**config.mk**
```make
export PLATFORM = sky130hd
export DESIGN_NAME = dsc_ctrl
export DESIGN_NICKNAME = d
export VERILOG_FILES = /design/src/dsc_pkg.sv /design/src/dsc_ctrl.sv
export VERILOG_INCLUDE_DIRS = /design/src /design/src/src
export SDC_FILE = /design/constraint.sdc
export NUM_CORES = 1
export LEC_CHECK = 0
export BUFFER_PORTS_ARGS = -buffer_cell sky130_fd_sc_hd__buf_2
export CAP_MARGIN = 0
export CORE_UTILIZATION = 57
export CTS_CLUSTER_DIAMETER = 120
export DETAILED_ROUTE_END_ITERATION = 10
export PLACE_DENSITY = 0.77
export SETUP_SLACK_MARGIN = 0.2
export SLEW_MARGIN = 20
export SYNTH_ARGS = -nofsm -noshare
export SYNTH_HDL_FRONTEND = slang
export SYNTH_SLANG_ARGS = --single-unit
```
**constraint.sdc**
```tcl
create_clock -name SYS_CLK -period 4.2 [get_ports SYS_CLK]
set_input_delay 0.84 -clock SYS_CLK [delete_from_list [all_inputs] [get_ports SYS_CLK]]
set_output_delay 0.84 -clock SYS_CLK [all_outputs]
set_load 0.005 [all_outputs]
```
**src/dsc_params.svh**
```systemverilog
// Function
// RULE_01: chip select low enables output and wakes
// RULE_02: sleep after conversion while chip select high
// RULE_03: chip select rise aborts transfer, converts
// RULE_04: output high impedance while chip select high
// RULE_05: status bit shown during convert and sleep
// RULE_06: clock pin driven only in internal mode
// RULE_07: weak pull-up on in internal mode
// RULE_08: clock mode sampled at reset, select fall
// RULE_09: frequency input low selects internal oscillator
// RULE_10: external clock sets notch as clock/2560
// RULE_11: states cycle convert, sleep, output
// RULE_12: result held static during sleep
// RULE_13: shifted word is the just-finished result
// RULE_14: data changes on falling serial clock
// RULE_15: output ends at 32 bits or select high
// RULE_16: modes set by pins, no registers
// RULE_17: calibration hidden inside each conversion
// RULE_18: half-millisecond power-on reset then convert
// RULE_19: word is flag, zero, sign, result, sub bits
// RULE_20: done flag high converting, low when finished; code keeps CONV_DONE low converting and high from conversion end to the next start instead
// RULE_21: output high after 32nd falling edge
// RULE_22: external clock detected at 2560 hertz up
// RULE_23: conversion length fixed system clock count; code counts CONV_CYC conv_tick pulses instead
`ifndef DSC_PARAMS_SVH
`define DSC_PARAMS_SVH
`define DSC_CLK_PERIOD_NS  5
`define DSC_POR_TIME_NS    500000
`define DSC_POR_CYC        (`DSC_POR_TIME_NS / `DSC_CLK_PERIOD_NS)
`define DSC_NOTCH_DIV      2560
`define DSC_CONV_OSC_CYC   (510 * `DSC_NOTCH_DIV / 10)
`define DSC_DET_TIME_NS    390625
`define DSC_DET_CYC        (`DSC_DET_TIME_NS / `DSC_CLK_PERIOD_NS)
`define DSC_ISCK_DIV       8
`define DSC_WORD_BITS      32
`define DSC_RESULT_BITS    24
`define DSC_SUB_BITS       5
`endif

```
**src/dsc_pkg.sv**
```systemverilog
package dsc_pkg;
  // one-hot converter cycle states
  typedef enum logic [2:0] {
    DSC_CONV  = 3'b001,
    DSC_SLEEP = 3'b010,
    DSC_OUT   = 3'b100
  } dsc_state_e;
  // conversion result as produced by the front end
  typedef struct packed {
    logic        sign;
    logic [23:0] value;
    logic [4:0]  sub;
  } dsc_result_s;
  typedef logic [31:0] dsc_word_t;
endpackage : dsc_pkg

```
**src/dsc_ctrl.sv**
```systemverilog
`timescale 1ns/10ps
`default_nettype none
`include "dsc_params.svh"
module dsc_ctrl
  import dsc_pkg::*;
#(
  parameter int unsigned POR_CYC  = `DSC_POR_CYC,
  parameter int unsigned DET_CYC  = `DSC_DET_CYC,
  parameter int unsigned CONV_CYC = `DSC_CONV_OSC_CYC
) (
  // clock, reset, enable
  input  wire logic        SYS_CLK,
  input  wire logic        SRST,
  input  wire logic        CE,
  // internal oscillator tick and frequency select pin
  input  wire logic        OSC_TICK,
  input  wire logic        FREQ_SELECT_INPUT,
  // front end result
  input  wire dsc_result_s RESULT_IN,
  // serial port pins
  input  wire logic        CS_N,
  input  wire logic        SCK_IN,
  output logic             SCK_OUT,
  output logic             SCK_OE,
  output logic             SCK_PULLUP_EN,
  output logic             SDO_OUT,
  output logic             SDO_OE,
  // status
  output logic             SLEEP_ACTIVE,
  output logic             EXT_CLK_ACTIVE,
  output logic             CAL_ACTIVE,
  output logic             CONV_DONE
);

  // three-flop pin synchronisers; a change counts once stages 2 and 3 agree
  // the agreement test filters a one-cycle glitch on a slow pin, at the
  // price of about four cycles from pin to filtered level
  // stage 1 feeds only the next stage, never any decision logic
  logic [2:0] cs_sync_reg, sck_sync_reg, fs_sync_reg;
  logic       cs_reg, sck_reg, fs_reg;      // filtered pin levels
  logic       cs_prev_reg, sck_prev_reg, fs_prev_reg;

  always_ff @(posedge SYS_CLK) begin
    if (SRST) begin
      cs_sync_reg  <= 3'h7;
      sck_sync_reg <= 3'h7;
      fs_sync_reg  <= 3'h0;
    end else if (CE) begin
      cs_sync_reg  <= {cs_sync_reg[1:0], CS_N};
      sck_sync_reg <= {sck_sync_reg[1:0], SCK_IN};
      fs_sync_reg  <= {fs_sync_reg[1:0], FREQ_SELECT_INPUT};
    end
  end

  // filtered levels update only when stages 2 and 3 agree
  // a disagreement leaves the old level standing, so a pin that changes
  // every cycle is held off rather than passed on as noise
  always_ff @(posedge SYS_CLK) begin
    if (SRST) begin
      cs_reg  <= 1'b1;
      sck_reg <= 1'b1;
      fs_reg  <= 1'b0;
    end else if (CE) begin
      if (cs_sync_reg[2] == cs_sync_reg[1])   cs_reg  <= cs_sync_reg[2];
      if (sck_sync_reg[2] == sck_sync_reg[1]) sck_reg <= sck_sync_reg[2];
      if (fs_sync_reg[2] == fs_sync_reg[1])   fs_reg  <= fs_sync_reg[2];
    end
  end

  // previous levels for edge detection
  // reset values equal the idle pin levels, so no false edge follows reset;
  // only the serial clock may differ, and its edges count only in output
  always_ff @(posedge SYS_CLK) begin
    if (SRST) begin
      cs_prev_reg  <= 1'b1;
      sck_prev_reg <= 1'b1;
      fs_prev_reg  <= 1'b0;
    end else if (CE) begin
      cs_prev_reg  <= cs_reg;
      sck_prev_reg <= sck_reg;
      fs_prev_reg  <= fs_reg;
    end
  end

  // one-cycle edge pulses taken from the filtered levels
  wire cs_fall  = cs_prev_reg & ~cs_reg;
  wire cs_rise  = ~cs_prev_reg & cs_reg;
  wire esck_fall = sck_prev_reg & ~sck_reg;
  wire fs_rise  = ~fs_prev_reg & fs_reg;

  // power-on reset: counts down before the converter cycle starts
  // the whole cycle waits here, so the first conversion starts from
  // cleared registers and a settled clock mode pin
  logic [19:0] por_cnt_reg;
  wire         por_busy = (por_cnt_reg != 20'h0);

  always_ff @(posedge SYS_CLK) begin
    if (SRST)
      por_cnt_reg <= 20'(POR_CYC);                         // RULE_18
    else if (CE && por_busy)
      por_cnt_reg <= por_cnt_reg - 20'h1;
  end

  // external clock detect: a rising edge within the window means
  // at least 2560 Hz; the internal oscillator is then gated off
  // the window is one period of the slowest clock still accepted; a
  // slower clock falls back to the internal oscillator once it runs out
  logic [19:0] det_cnt_reg;
  logic        ext_reg;

  always_ff @(posedge SYS_CLK) begin
    if (SRST) begin
      det_cnt_reg <= 20'h0;
      ext_reg     <= 1'b0;
    end else if (CE) begin
      if (fs_rise) begin
        det_cnt_reg <= 20'(DET_CYC);                       // RULE_22
        ext_reg     <= 1'b1;
      end else if (det_cnt_reg != 20'h0)
        det_cnt_reg <= det_cnt_reg - 20'h1;
      else
        ext_reg     <= 1'b0;                               // RULE_09
    end
  end

  // conversion time base: one tick per external clock rising edge or per
  // internal oscillator tick; the notch then follows the source / 2560
  // oscillator ticks are also held off while the select pin sits high
  wire conv_tick = ext_reg ? fs_rise : (OSC_TICK & ~fs_reg); // RULE_10

  // clock mode latch: pin level at reset release and each select fall
  // sampling is skipped while the block drives the pin itself, which
  // would otherwise read back its own clock as the mode level
  logic ext_sck_mode_reg;
  logic mode_armed_reg;

  always_ff @(posedge SYS_CLK) begin
    if (SRST) begin
      ext_sck_mode_reg <= 1'b0;
      mode_armed_reg   <= 1'b0;
    end else if (CE) begin
      if (!mode_armed_reg && !por_busy) begin
        ext_sck_mode_reg <= ~sck_reg;                      // RULE_08
        mode_armed_reg   <= 1'b1;
      end else if (cs_fall && !SCK_OE)
        ext_sck_mode_reg <= ~sck_reg;                      // RULE_08
    end
  end
  // low on the clock pin means the host will clock; high means internal

  // converter state machine
  // the cycle has no other exits: modes and calibration never add a
  // state, so a host sees the same sequence in every configuration
  dsc_state_e  state_reg, state_next;
  logic [19:0] conv_cnt_reg;
  logic [5:0]  bit_cnt_reg;
  dsc_word_t   shift_reg;
  logic        done_reg;
  logic [2:0]  isck_div_reg;
  logic        isck_reg;

  // word layout: flag, zero bit, sign, result, sub bits
  // the flag is packed low, since the word is only loaded once done
  function automatic dsc_word_t pack_word(input dsc_result_s r);
    pack_word = {1'b0, 1'b0, r.sign, r.value, r.sub};      // RULE_19
  endfunction : pack_word

  // end of conversion needs the last tick, not only a zero count,
  // so the conversion length is exactly the tick count
  wire conv_end   = (conv_cnt_reg == 20'h0) && conv_tick;
  wire isck_fall  = isck_reg && (isck_div_reg == 3'h0);
  wire out_fall   = ext_sck_mode_reg ? esck_fall : isck_fall; // RULE_14
  wire last_bit   = (bit_cnt_reg == 6'd31);
  wire out_finish = out_fall && last_bit;                  // RULE_15

  // next state; select rise during output aborts straight to conversion
  // a select that is already low on entry to sleep wakes at once
  always_comb begin
    state_next = state_reg;
    case (state_reg)
      DSC_CONV:  if (conv_end) state_next = DSC_SLEEP;     // RULE_11
      DSC_SLEEP: if (!cs_reg) state_next = DSC_OUT;        // RULE_01 RULE_02
      DSC_OUT:   if (cs_rise || out_finish)
                   state_next = DSC_CONV;                  // RULE_03
      default:   state_next = DSC_CONV;
    endcase
  end

  // state register; held during power-on reset so the first conversion
  // gets its full length
  always_ff @(posedge SYS_CLK) begin
    if (SRST)
      state_reg <= DSC_CONV;
    else if (CE && !por_busy)
      state_reg <= state_next;
  end

  // conversion counter; calibration is folded into this same window
  // reloaded outside conversion, so an aborted output still gets a
  // full-length conversion afterwards
  always_ff @(posedge SYS_CLK) begin
    if (SRST)
      conv_cnt_reg <= 20'(CONV_CYC - 1);                   // RULE_23
    else if (CE && !por_busy) begin
      if (state_reg != DSC_CONV)
        conv_cnt_reg <= 20'(CONV_CYC - 1);
      else if (conv_tick && conv_cnt_reg != 20'h0)
        conv_cnt_reg <= conv_cnt_reg - 20'h1;              // RULE_17
    end
  end

  // result latch and shifter: loaded at conversion end, static in sleep
  // ones are shifted in behind the word, so after the last bit the line
  // already shows the busy status of the next conversion
  always_ff @(posedge SYS_CLK) begin
    if (SRST) begin
      shift_reg   <= '0;
      bit_cnt_reg <= 6'h0;
      done_reg    <= 1'b0;
    end else if (CE && !por_busy) begin
      if (state_reg == DSC_CONV) begin
        bit_cnt_reg <= 6'h0;
        done_reg    <= conv_end;                           // RULE_20
        if (conv_end)
          shift_reg <= pack_word(RESULT_IN);               // RULE_13
      end else if (state_reg == DSC_OUT && out_fall) begin
        shift_reg   <= {shift_reg[30:0], 1'b1};            // RULE_14
        bit_cnt_reg <= bit_cnt_reg + 6'h1;
      end                                                  // RULE_12
    end
  end

  // internal serial clock: system clock divided, runs only in output
  // it idles low, so the first edge after select falls is a rise and the
  // host captures the flag bit before any shift; only falls that follow
  // a rise move the word
  always_ff @(posedge SYS_CLK) begin
    if (SRST) begin
      isck_div_reg <= 3'h0;
      isck_reg     <= 1'b1;
    end else if (CE) begin
      if (state_reg == DSC_OUT && !ext_sck_mode_reg && !cs_reg) begin
        isck_div_reg <= isck_div_reg + 3'h1;
        if (isck_div_reg == 3'h0)
          isck_reg <= ~isck_reg;
      end else begin
        isck_div_reg <= 3'h1;
        isck_reg     <= 1'b0;                              // RULE_14
      end
    end
  end

  // pin drivers: all registered
  // every pin and status level leaves a flip-flop, which costs one cycle
  // of latency but keeps glitches off the host side
  // the output enable follows the filtered select only, in every state
  wire in_conv  = (state_reg == DSC_CONV);
  wire sdo_val  = (state_reg == DSC_OUT) ? shift_reg[31]
                : (in_conv ? 1'b1 : 1'b0);                 // RULE_05
  wire sdo_next = (out_finish) ? 1'b1 : sdo_val;           // RULE_21

  always_ff @(posedge SYS_CLK) begin
    if (SRST) begin
      SDO_OUT        <= 1'b1;
      SDO_OE         <= 1'b0;
      SCK_OUT        <= 1'b1;
      SCK_OE         <= 1'b0;
      SCK_PULLUP_EN  <= 1'b0;
      SLEEP_ACTIVE   <= 1'b0;
      EXT_CLK_ACTIVE <= 1'b0;
      CAL_ACTIVE     <= 1'b0;
      CONV_DONE      <= 1'b0;
    end else if (CE) begin
      SDO_OUT        <= sdo_next;
      SDO_OE         <= ~cs_reg;                           // RULE_04
      SCK_OUT        <= isck_reg;
      SCK_OE         <= (state_reg == DSC_OUT) && !ext_sck_mode_reg
                        && !cs_reg;                        // RULE_06
      SCK_PULLUP_EN  <= mode_armed_reg && !ext_sck_mode_reg; // RULE_07
      SLEEP_ACTIVE   <= (state_reg == DSC_SLEEP) && cs_reg; // RULE_02
      EXT_CLK_ACTIVE <= ext_reg;
      CAL_ACTIVE     <= in_conv && !por_busy;
      CONV_DONE      <= done_reg;
    end
  end
  // no configuration register: modes come from pins only    RULE_16
  // select low wakes the converter into output              RULE_01
  // limitation: the serial clock is sampled, so a host clock must stay
  // well below a sixteenth of the system clock to be seen edge by edge

endmodule : dsc_ctrl
`default_nettype wire

```
==> run summary, run 1 <==
post-cts sizing count - 0
NetSw - 1.170 mW
Pwr Density - 516.2 nW/um^2
GR peak layer - met2
CP peak stage delay - 0.67 ns
r2r setup slk - 1.27 ns
DR WL/cell - 16.53 microns
CTS tree - done
first-pass GRT wire length - 24890 microns
worst hold path class - reg2reg
drt pass-1 iters - 5
Layout area overhead - 13.21%
Comb power frac - 0.230
largest net degree at the start of global routing - 84
vias in the first global route - 5265
max reg flops - 32
later-pin clock latency in the skew report - 0.42 ns
GR met3 Demand/Resource - 0.06097
setup violators final - 0
gr ovfl total - 0
total negative slack - 0 ns
dpl cells - 886
# IOs - 46
Design Area, Final - 7365 sq um
Layout Nets - 811
Final Util - 0.6705
DR vias - 5826
Peak VDD IR - 0.5474 mV
share of cells above drive strength 1 - 0.1366
Final Wtd Congestion - 0.8977
EDFF count, synth - 0
top-count cell post-synth - dfxtp_1
M1 GR Usage - 0.3391
DRC viols - 0
Reg2Reg Launch Point - state_reg[2]$_SDFFE_PP0P_
post-layout power - 3.801 mW
Startpoint Class - flip-flop
Net Count, Synth - 783
clock-pin slew on the worst setup and hold paths - 0.05 ns
Max-cap violations - 0
synthesized area - 6505 sq um
Cell Rows - 38
synth top area cells - dfxtp_1, mux2i_1, a21oi_1
Crit path arrival time - 3.18 ns
Setup crit end - shift_reg[27]$_SDFFE_PP0P_
top_reg_cell synth - dfxtp_1
CP startpoint - state_reg[2]$_SDFFE_PP0P_
Seq/Total Area, Yosys - 0.4093
CTS Buf Count - 17
Slew @ Worst Pin - 0.9352 ns
synth cell count leaders - dfxtp_1, a21oi_1, nor2_1, mux2i_1, a211oi_1
count of input and output buffers - 45
Required @ worst endpoint - 4.45 ns
vias per inst - 6.360
static leakage - 2.868 nW
cells after synthesis - 737
post-synth top area cell - dfxtp_1
clk buf depth - 2
Total GRT Usage - 0.2683
Die Wd - 108.8 microns
top cell type's share of synthesized area - 0.4093
RSZ-0062 raised after global routing - no
DP Worst Slack - 1.101 ns
Clock Skews - 0.005860 ns
Max Fclk - 341.2 MHz
synth warn - 0
Sink Count - 133
crit path cell chain - or3b_2 -> a21oi_1 -> a41o_1 -> and2_1 -> buf_4 -> a211oi_1
Final Max Tran Viols - 0
initial antenna violation count - 0
Slew Limit Headroom - 0.3742
H-tree depth - 4
sequential share of power - 0.392
Final Critical Period - 2.931 ns
Pint - 2.632 mW
HPWL Detailed - 9773 microns
crit-path max FO - 29
Final Non-Filler Cells - 916
starting DRC count in detailed routing - 558
async set-or-reset flop fraction in the synthesized netlist - 0
Root Driver - clkbuf_16
final period utilization - 0.6978
r2r endpoint - shift_reg[27]$_SDFFE_PP0P_
WHS - 0.4505 ns
diodes inserted - 0
worst reg2reg path depth - 6
die footprint - 11840 sq um
Die Y - 108.8 microns
post-CTS setup buffer count - 0
register bit count reported by yosys - 133
Detail Route Antenna Nets - 0
mean area per synthesized cell - 8.826 sq um
CP endpoint kind - flip-flop
Max stage delay cell, worst path - a21oi_1
Clk pwr share - 0.378
met2 usage - 0.4304
final hold vios - 0
placed inst area - 6795 sq um
count of cell types in the netlist - 73
hold_buf cts - 0
Sw Share - 0.3077
run status - completed
worst setup path class - reg2reg
final wirelength - 15150 microns
Core Region - 10980 sq um
starting density of the core - 0.5923
Setup WS post-layout - 1.269 ns
==> cell usage in the layout, fill, tap and decap left out, types with 20 or more instances in the layout <==
| cell type | netlist | layout |
|---|---|---|
| a211oi_1 | 39 | 39 |
| nor3_1 | 21 | 21 |
| mux2i_1 | 43 | 43 |
| nor2_1 | 58 | 58 |
| nand2_1 | 36 | 36 |
| dfxtp_1 | 133 | 133 |
| inv_1 | 20 | 20 |
| o21ai_0 | 33 | 33 |
| a21oi_1 | 77 | 77 |
| buf_2 | 15 | 45 |
==> power groups by stage <==
stage / logic (mW) / clock network (mW) / registers [mW]
2_1_floorplan: 0.684 / 0 / 1.48
3_5_place_dp: 0.849 / 0 / 1.51
4_1_cts: 0.863 / 1.46 / 1.49
3_3_place_gp: 0.827 / 0 / 1.50
5_1_grt: 0.958 / 1.51 / 1.50
6_report: 0.875 / 1.44 / 1.49
==> cells by family (layout without fill, tap and decap cells) <==
group	after synthesis	after routing	share of synthesized area
AOI/OAI and AO/OA	215	215	0.2145
xor gates and xnor gates	20	20	0.02693
adders and majority gates	9	9	0.01731
buffers and inverters	66	105	0.04174
DFF	133	133	0.4093
muxes	44	44	0.06790
and+or+nand+nor	250	250	0.2224
==> worst min path at each step <==
stage	from	to	slack, ns	depth (start not counted)
floorplan	cs_sync_reg[2]$_SDFFE_PP1P_	cs_sync_reg[2]$_SDFFE_PP1P_	0.43	2
global placement	SDO_OE$_SDFFE_PP0P_	SDO_OE$_SDFFE_PP0P_	0.44	1
detailed placement	SDO_OE$_SDFFE_PP0P_	SDO_OE$_SDFFE_PP0P_	0.44	1
CTS	SDO_OE$_SDFFE_PP0P_	SDO_OE$_SDFFE_PP0P_	0.45	1
global route	cs_sync_reg[2]$_SDFFE_PP1P_	cs_sync_reg[2]$_SDFFE_PP1P_	0.47	2
finish	SDO_OE$_SDFFE_PP0P_	SDO_OE$_SDFFE_PP0P_	0.45	1
==> metal layers <==
layer	wire length, microns	up-vias
met5	0	-
met4	319	0
met3	1031	37
met2	7119	207
met1	6675	2750
li1	-	2832
==> critical path: cells and delay by family (launching register included) <==
kind,cells,cell delay [ns]
buffers and inverters,1,0.30
AOI/OAI and AO/OA,3,1.28
DFF,1,0.44
and+or+nand+nor,2,0.73
==> layout make-up <==
class / instances / area [sq um]
Clock inverter: 4 / 70.07
Timing Repair Buffer: 55 / 300.3
Tap cell: 140 / 175.2
Fill cell: 905 / 3618
Clock buffer: 26 / 499.2
Sequential cell: 133 / 2663
Multi-Input combinational cell: 538 / 3582
Inverter: 20 / 75.07
Power figures use the tool's default switching activity.
==> inputs of run 2 (changes only) <==
--- a/config.mk
+++ b/config.mk
@@ -6,6 +6,7 @@
 export SDC_FILE = /design/constraint.sdc
 export NUM_CORES = 1
 export LEC_CHECK = 0
+export ABC_AREA = 1
 export BUFFER_PORTS_ARGS = -buffer_cell sky130_fd_sc_hd__buf_2
 export CAP_MARGIN = 0
 export CORE_UTILIZATION = 57
==> constraint.sdc (replaced) <==
create_clock -name SYS_CLK -period 3 [get_ports SYS_CLK]
set_input_delay 0.6 -clock SYS_CLK [delete_from_list [all_inputs] [get_ports SYS_CLK]]
set_output_delay 0.6 -clock SYS_CLK [all_outputs]
set_load 0.005 [all_outputs]
==> run summary, run 2 <==
gr ovfl total - 0
top_reg_cell synth - dfxtp_1
Slew Limit Headroom - 0.4896
Sw Share - 0.3269
r2r endpoint - conv_cnt_reg[17]$_SDFFE_PP0P_
vias in the first global route - 6113
post-CTS setup buffer count - 0
WHS Endpoint - cs_sync_reg[0]$_SDFFE_PP1P_
Design Area, Final - 8122 sq um
Peak VDD IR - 0.7250 mV
register bit count reported by yosys - 133
DR WL/cell - 11.79 microns
WHS Path Cells - 3
Final Wtd Congestion - 0.9301
crit-path max FO - 18
Startpoint Class - flip-flop
DRC viols - 0
Final Critical Period - 2.141 ns
final period utilization - 0.7137
Comb power frac - 0.277
post-cts sizing count - 0
Final Max Tran Viols - 0
share of cells above drive strength 1 - 0.09864
top-count cell post-synth - nand2_1
Final Non-Filler Cells - 1344
Pwr Density - 726.0 nW/um^2
Seq/Total Area, Yosys - 0.3712
synth warn - 0
CTS tree - done
Layout area overhead - 13.24%
fillers - 1100
DP Worst Slack - 0.8547 ns
hold_buf cts - 0
Pint - 3.969 mW
r2r setup slk - 0.86 ns
later-pin clock latency in the skew report - 0.42 ns
NetSw - 1.928 mW
Sink Count - 133
Setup WS post-layout - 0.8590 ns
placed inst area - 7497 sq um
H-tree depth - 4
crit path cell chain - inv_1 -> ha_1 -> nand2_1 -> nor2_1 -> nand3_1 -> nand2_1 -> a21oi_2 -> nand2_1 -> a21oi_1
sequential share of power - 0.351
worst reg2reg path depth - 9
run status - completed
synth top area cells - dfxtp_1, nand2_1, nor2_1
synthesized area - 7172 sq um
Net Count, Synth - 1178
Cell Rows - 40
final wirelength - 15840 microns
cells after synthesis - 1132
Reg2Reg Launch Point - conv_cnt_reg[0]$_SDFFE_PP1P_
CP endpoint kind - flip-flop
Clk pwr share - 0.372
Layout Nets - 1210
Max stage delay cell, worst path - a21oi_2
count of input and output buffers - 45
final hold vios - 0
static leakage - 3.700 nW
Slew @ Worst Pin - 0.7657 ns
post-synth top area cell - dfxtp_1
Die Wd - 114.2 microns
HPWL Detailed - 10260 microns
Detail Route Antenna Nets - 0
diodes inserted - 0
max reg flops - 32
async set-or-reset flop fraction in the synthesized netlist - 0
Most Frequent Cell on Critical Path - nand2_1
starting DRC count in detailed routing - 502
setup violators final - 0
RSZ-0062 raised after global routing - no
clk buf depth - 2
EDFF count, synth - 0
mean area per synthesized cell - 6.336 sq um
CTS Buf Count - 17
Core Region - 12160 sq um
DR vias - 6876
CP peak stage delay - 0.64 ns
total negative slack - 0 ns
dpl cells - 1313
worst hold path class - in2reg
synth cell count leaders - nand2_1, nor2_1, dfxtp_1, nand3_1, inv_1
most frequent cells in the layout - nand2_1, nor2_1, dfxtp_1, nand3_1, inv_1
largest net degree at the start of global routing - 52
count of cell types in the netlist - 36
Root Driver - clkbuf_16
top cell type's share of synthesized area - 0.3712
Required @ worst endpoint - 3.34 ns
# IOs - 46
vias per inst - 5.116
Crit path arrival time - 2.48 ns
starting density of the core - 0.5897
Max-cap violations - 0
initial antenna violation count - 0
Total GRT Usage - 0.2588
Die Y - 114.2 microns
first-pass GRT wire length - 27240 microns
worst setup path class - reg2reg
die footprint - 13030 sq um
commonest non-fill, non-tap cell in the layout - nand2_1
Max Fclk - 467.1 MHz
hold_sp - CS_N
clock-pin slew on the worst setup and hold paths - 0.06 ns
Clock Skews - 0.005395 ns
drt pass-1 iters - 5
## run 2: cell count changes in the layout (fill, tap and decap cells not counted), sizes merged, moves of 12 or more
cell,before,now
nor2,59,209
nand3,14,98
nand2,36,373
or4,12,0
inv,20,93
a211oi,39,0
nor4,16,3
mux2i,43,0
a21oi,77,58
xor2,6,20
nor3,23,6
or3,12,0
## run 2: logic make-up (layout without fill, tap and decap cells)
| logic type | after synthesis | in the layout | share of synthesized area |
|---|---|---|---|
| flip-flops | 133 | 133 | 0.3712 |
| AND/OR/NAND/NOR | 713 | 713 | 0.4150 |
| AO/OA/AOI/OAI | 108 | 108 | 0.08043 |
| buffers and inverters | 137 | 181 | 0.07850 |
| XOR/XNOR | 32 | 32 | 0.03908 |
| adder cells (fa/ha/maj) | 9 | 9 | 0.01570 |
## run 2: layer usage
metal  up-vias  GRT usage  routed length (microns)
li1       3622          -                        -
met1      3091     0.3331                     7618
met2       136     0.4295                     7267
met3        27    0.05876                      722
met4         0    0.08398                      233
met5         -          0                        0
## run 2: worst max path at each step
stage / startpoint / slack, ns / endpoint / cells after the start
after floorplan: por_cnt_reg[0]$_SDFFE_PP0P_ / 1.37 / conv_cnt_reg[10]$_SDFFE_PP1P_ / 10
after global placement: conv_cnt_reg[0]$_SDFFE_PP1P_ / 0.93 / conv_cnt_reg[14]$_SDFFE_PP1P_ / 9
after detailed placement: conv_cnt_reg[0]$_SDFFE_PP1P_ / 0.85 / conv_cnt_reg[17]$_SDFFE_PP0P_ / 9
after CTS: conv_cnt_reg[0]$_SDFFE_PP1P_ / 0.83 / conv_cnt_reg[17]$_SDFFE_PP0P_ / 9
after global routing: conv_cnt_reg[0]$_SDFFE_PP1P_ / 0.57 / conv_cnt_reg[15]$_SDFFE_PP1P_ / 9
final: conv_cnt_reg[0]$_SDFFE_PP1P_ / 0.86 / conv_cnt_reg[17]$_SDFFE_PP0P_ / 9
## run 2: metrics by stage
step                utilization  power [mW]  hold slack (ns)
finish                   0.6678       5.897           0.3923
global route             0.6678       6.241           0.3985
CTS                      0.6678       5.907           0.3824
detailed placement       0.6165       3.689           0.4476
global placement         0.6165       3.675           0.4396
floorplan                     -       3.382           0.4292
## run 2: cell type report
cell class | count | area [sq um] | area share
multi-input cells | 862 | 3951 | 0.4865
repair buffers | 56 | 320.3 | 0.03944
well taps | 168 | 210.2 | 0.02588
clock inverters | 9 | 150.1 | 0.01849
inverters | 94 | 352.8 | 0.04344
clock buffers | 22 | 474.2 | 0.05839
flip-flops and latches | 133 | 2663 | 0.3278
## run 2: worst max-delay path, delay by kind of cell (launching register included)
family	cells	cell delay, ns
buf+inv	1	0.12
compound gates	2	0.81
flops	1	0.39
fa+ha+maj	1	0.22
simple gates	5	0.52
## run 2: power groups by stage
stage	sequential [mW]	clock, mW	combinational, mW
finish	2.07	2.19	1.63
global route	2.09	2.29	1.86
CTS	2.07	2.22	1.62
detailed placement	2.10	0	1.59
global placement	2.10	0	1.57
floorplan	2.07	0	1.31
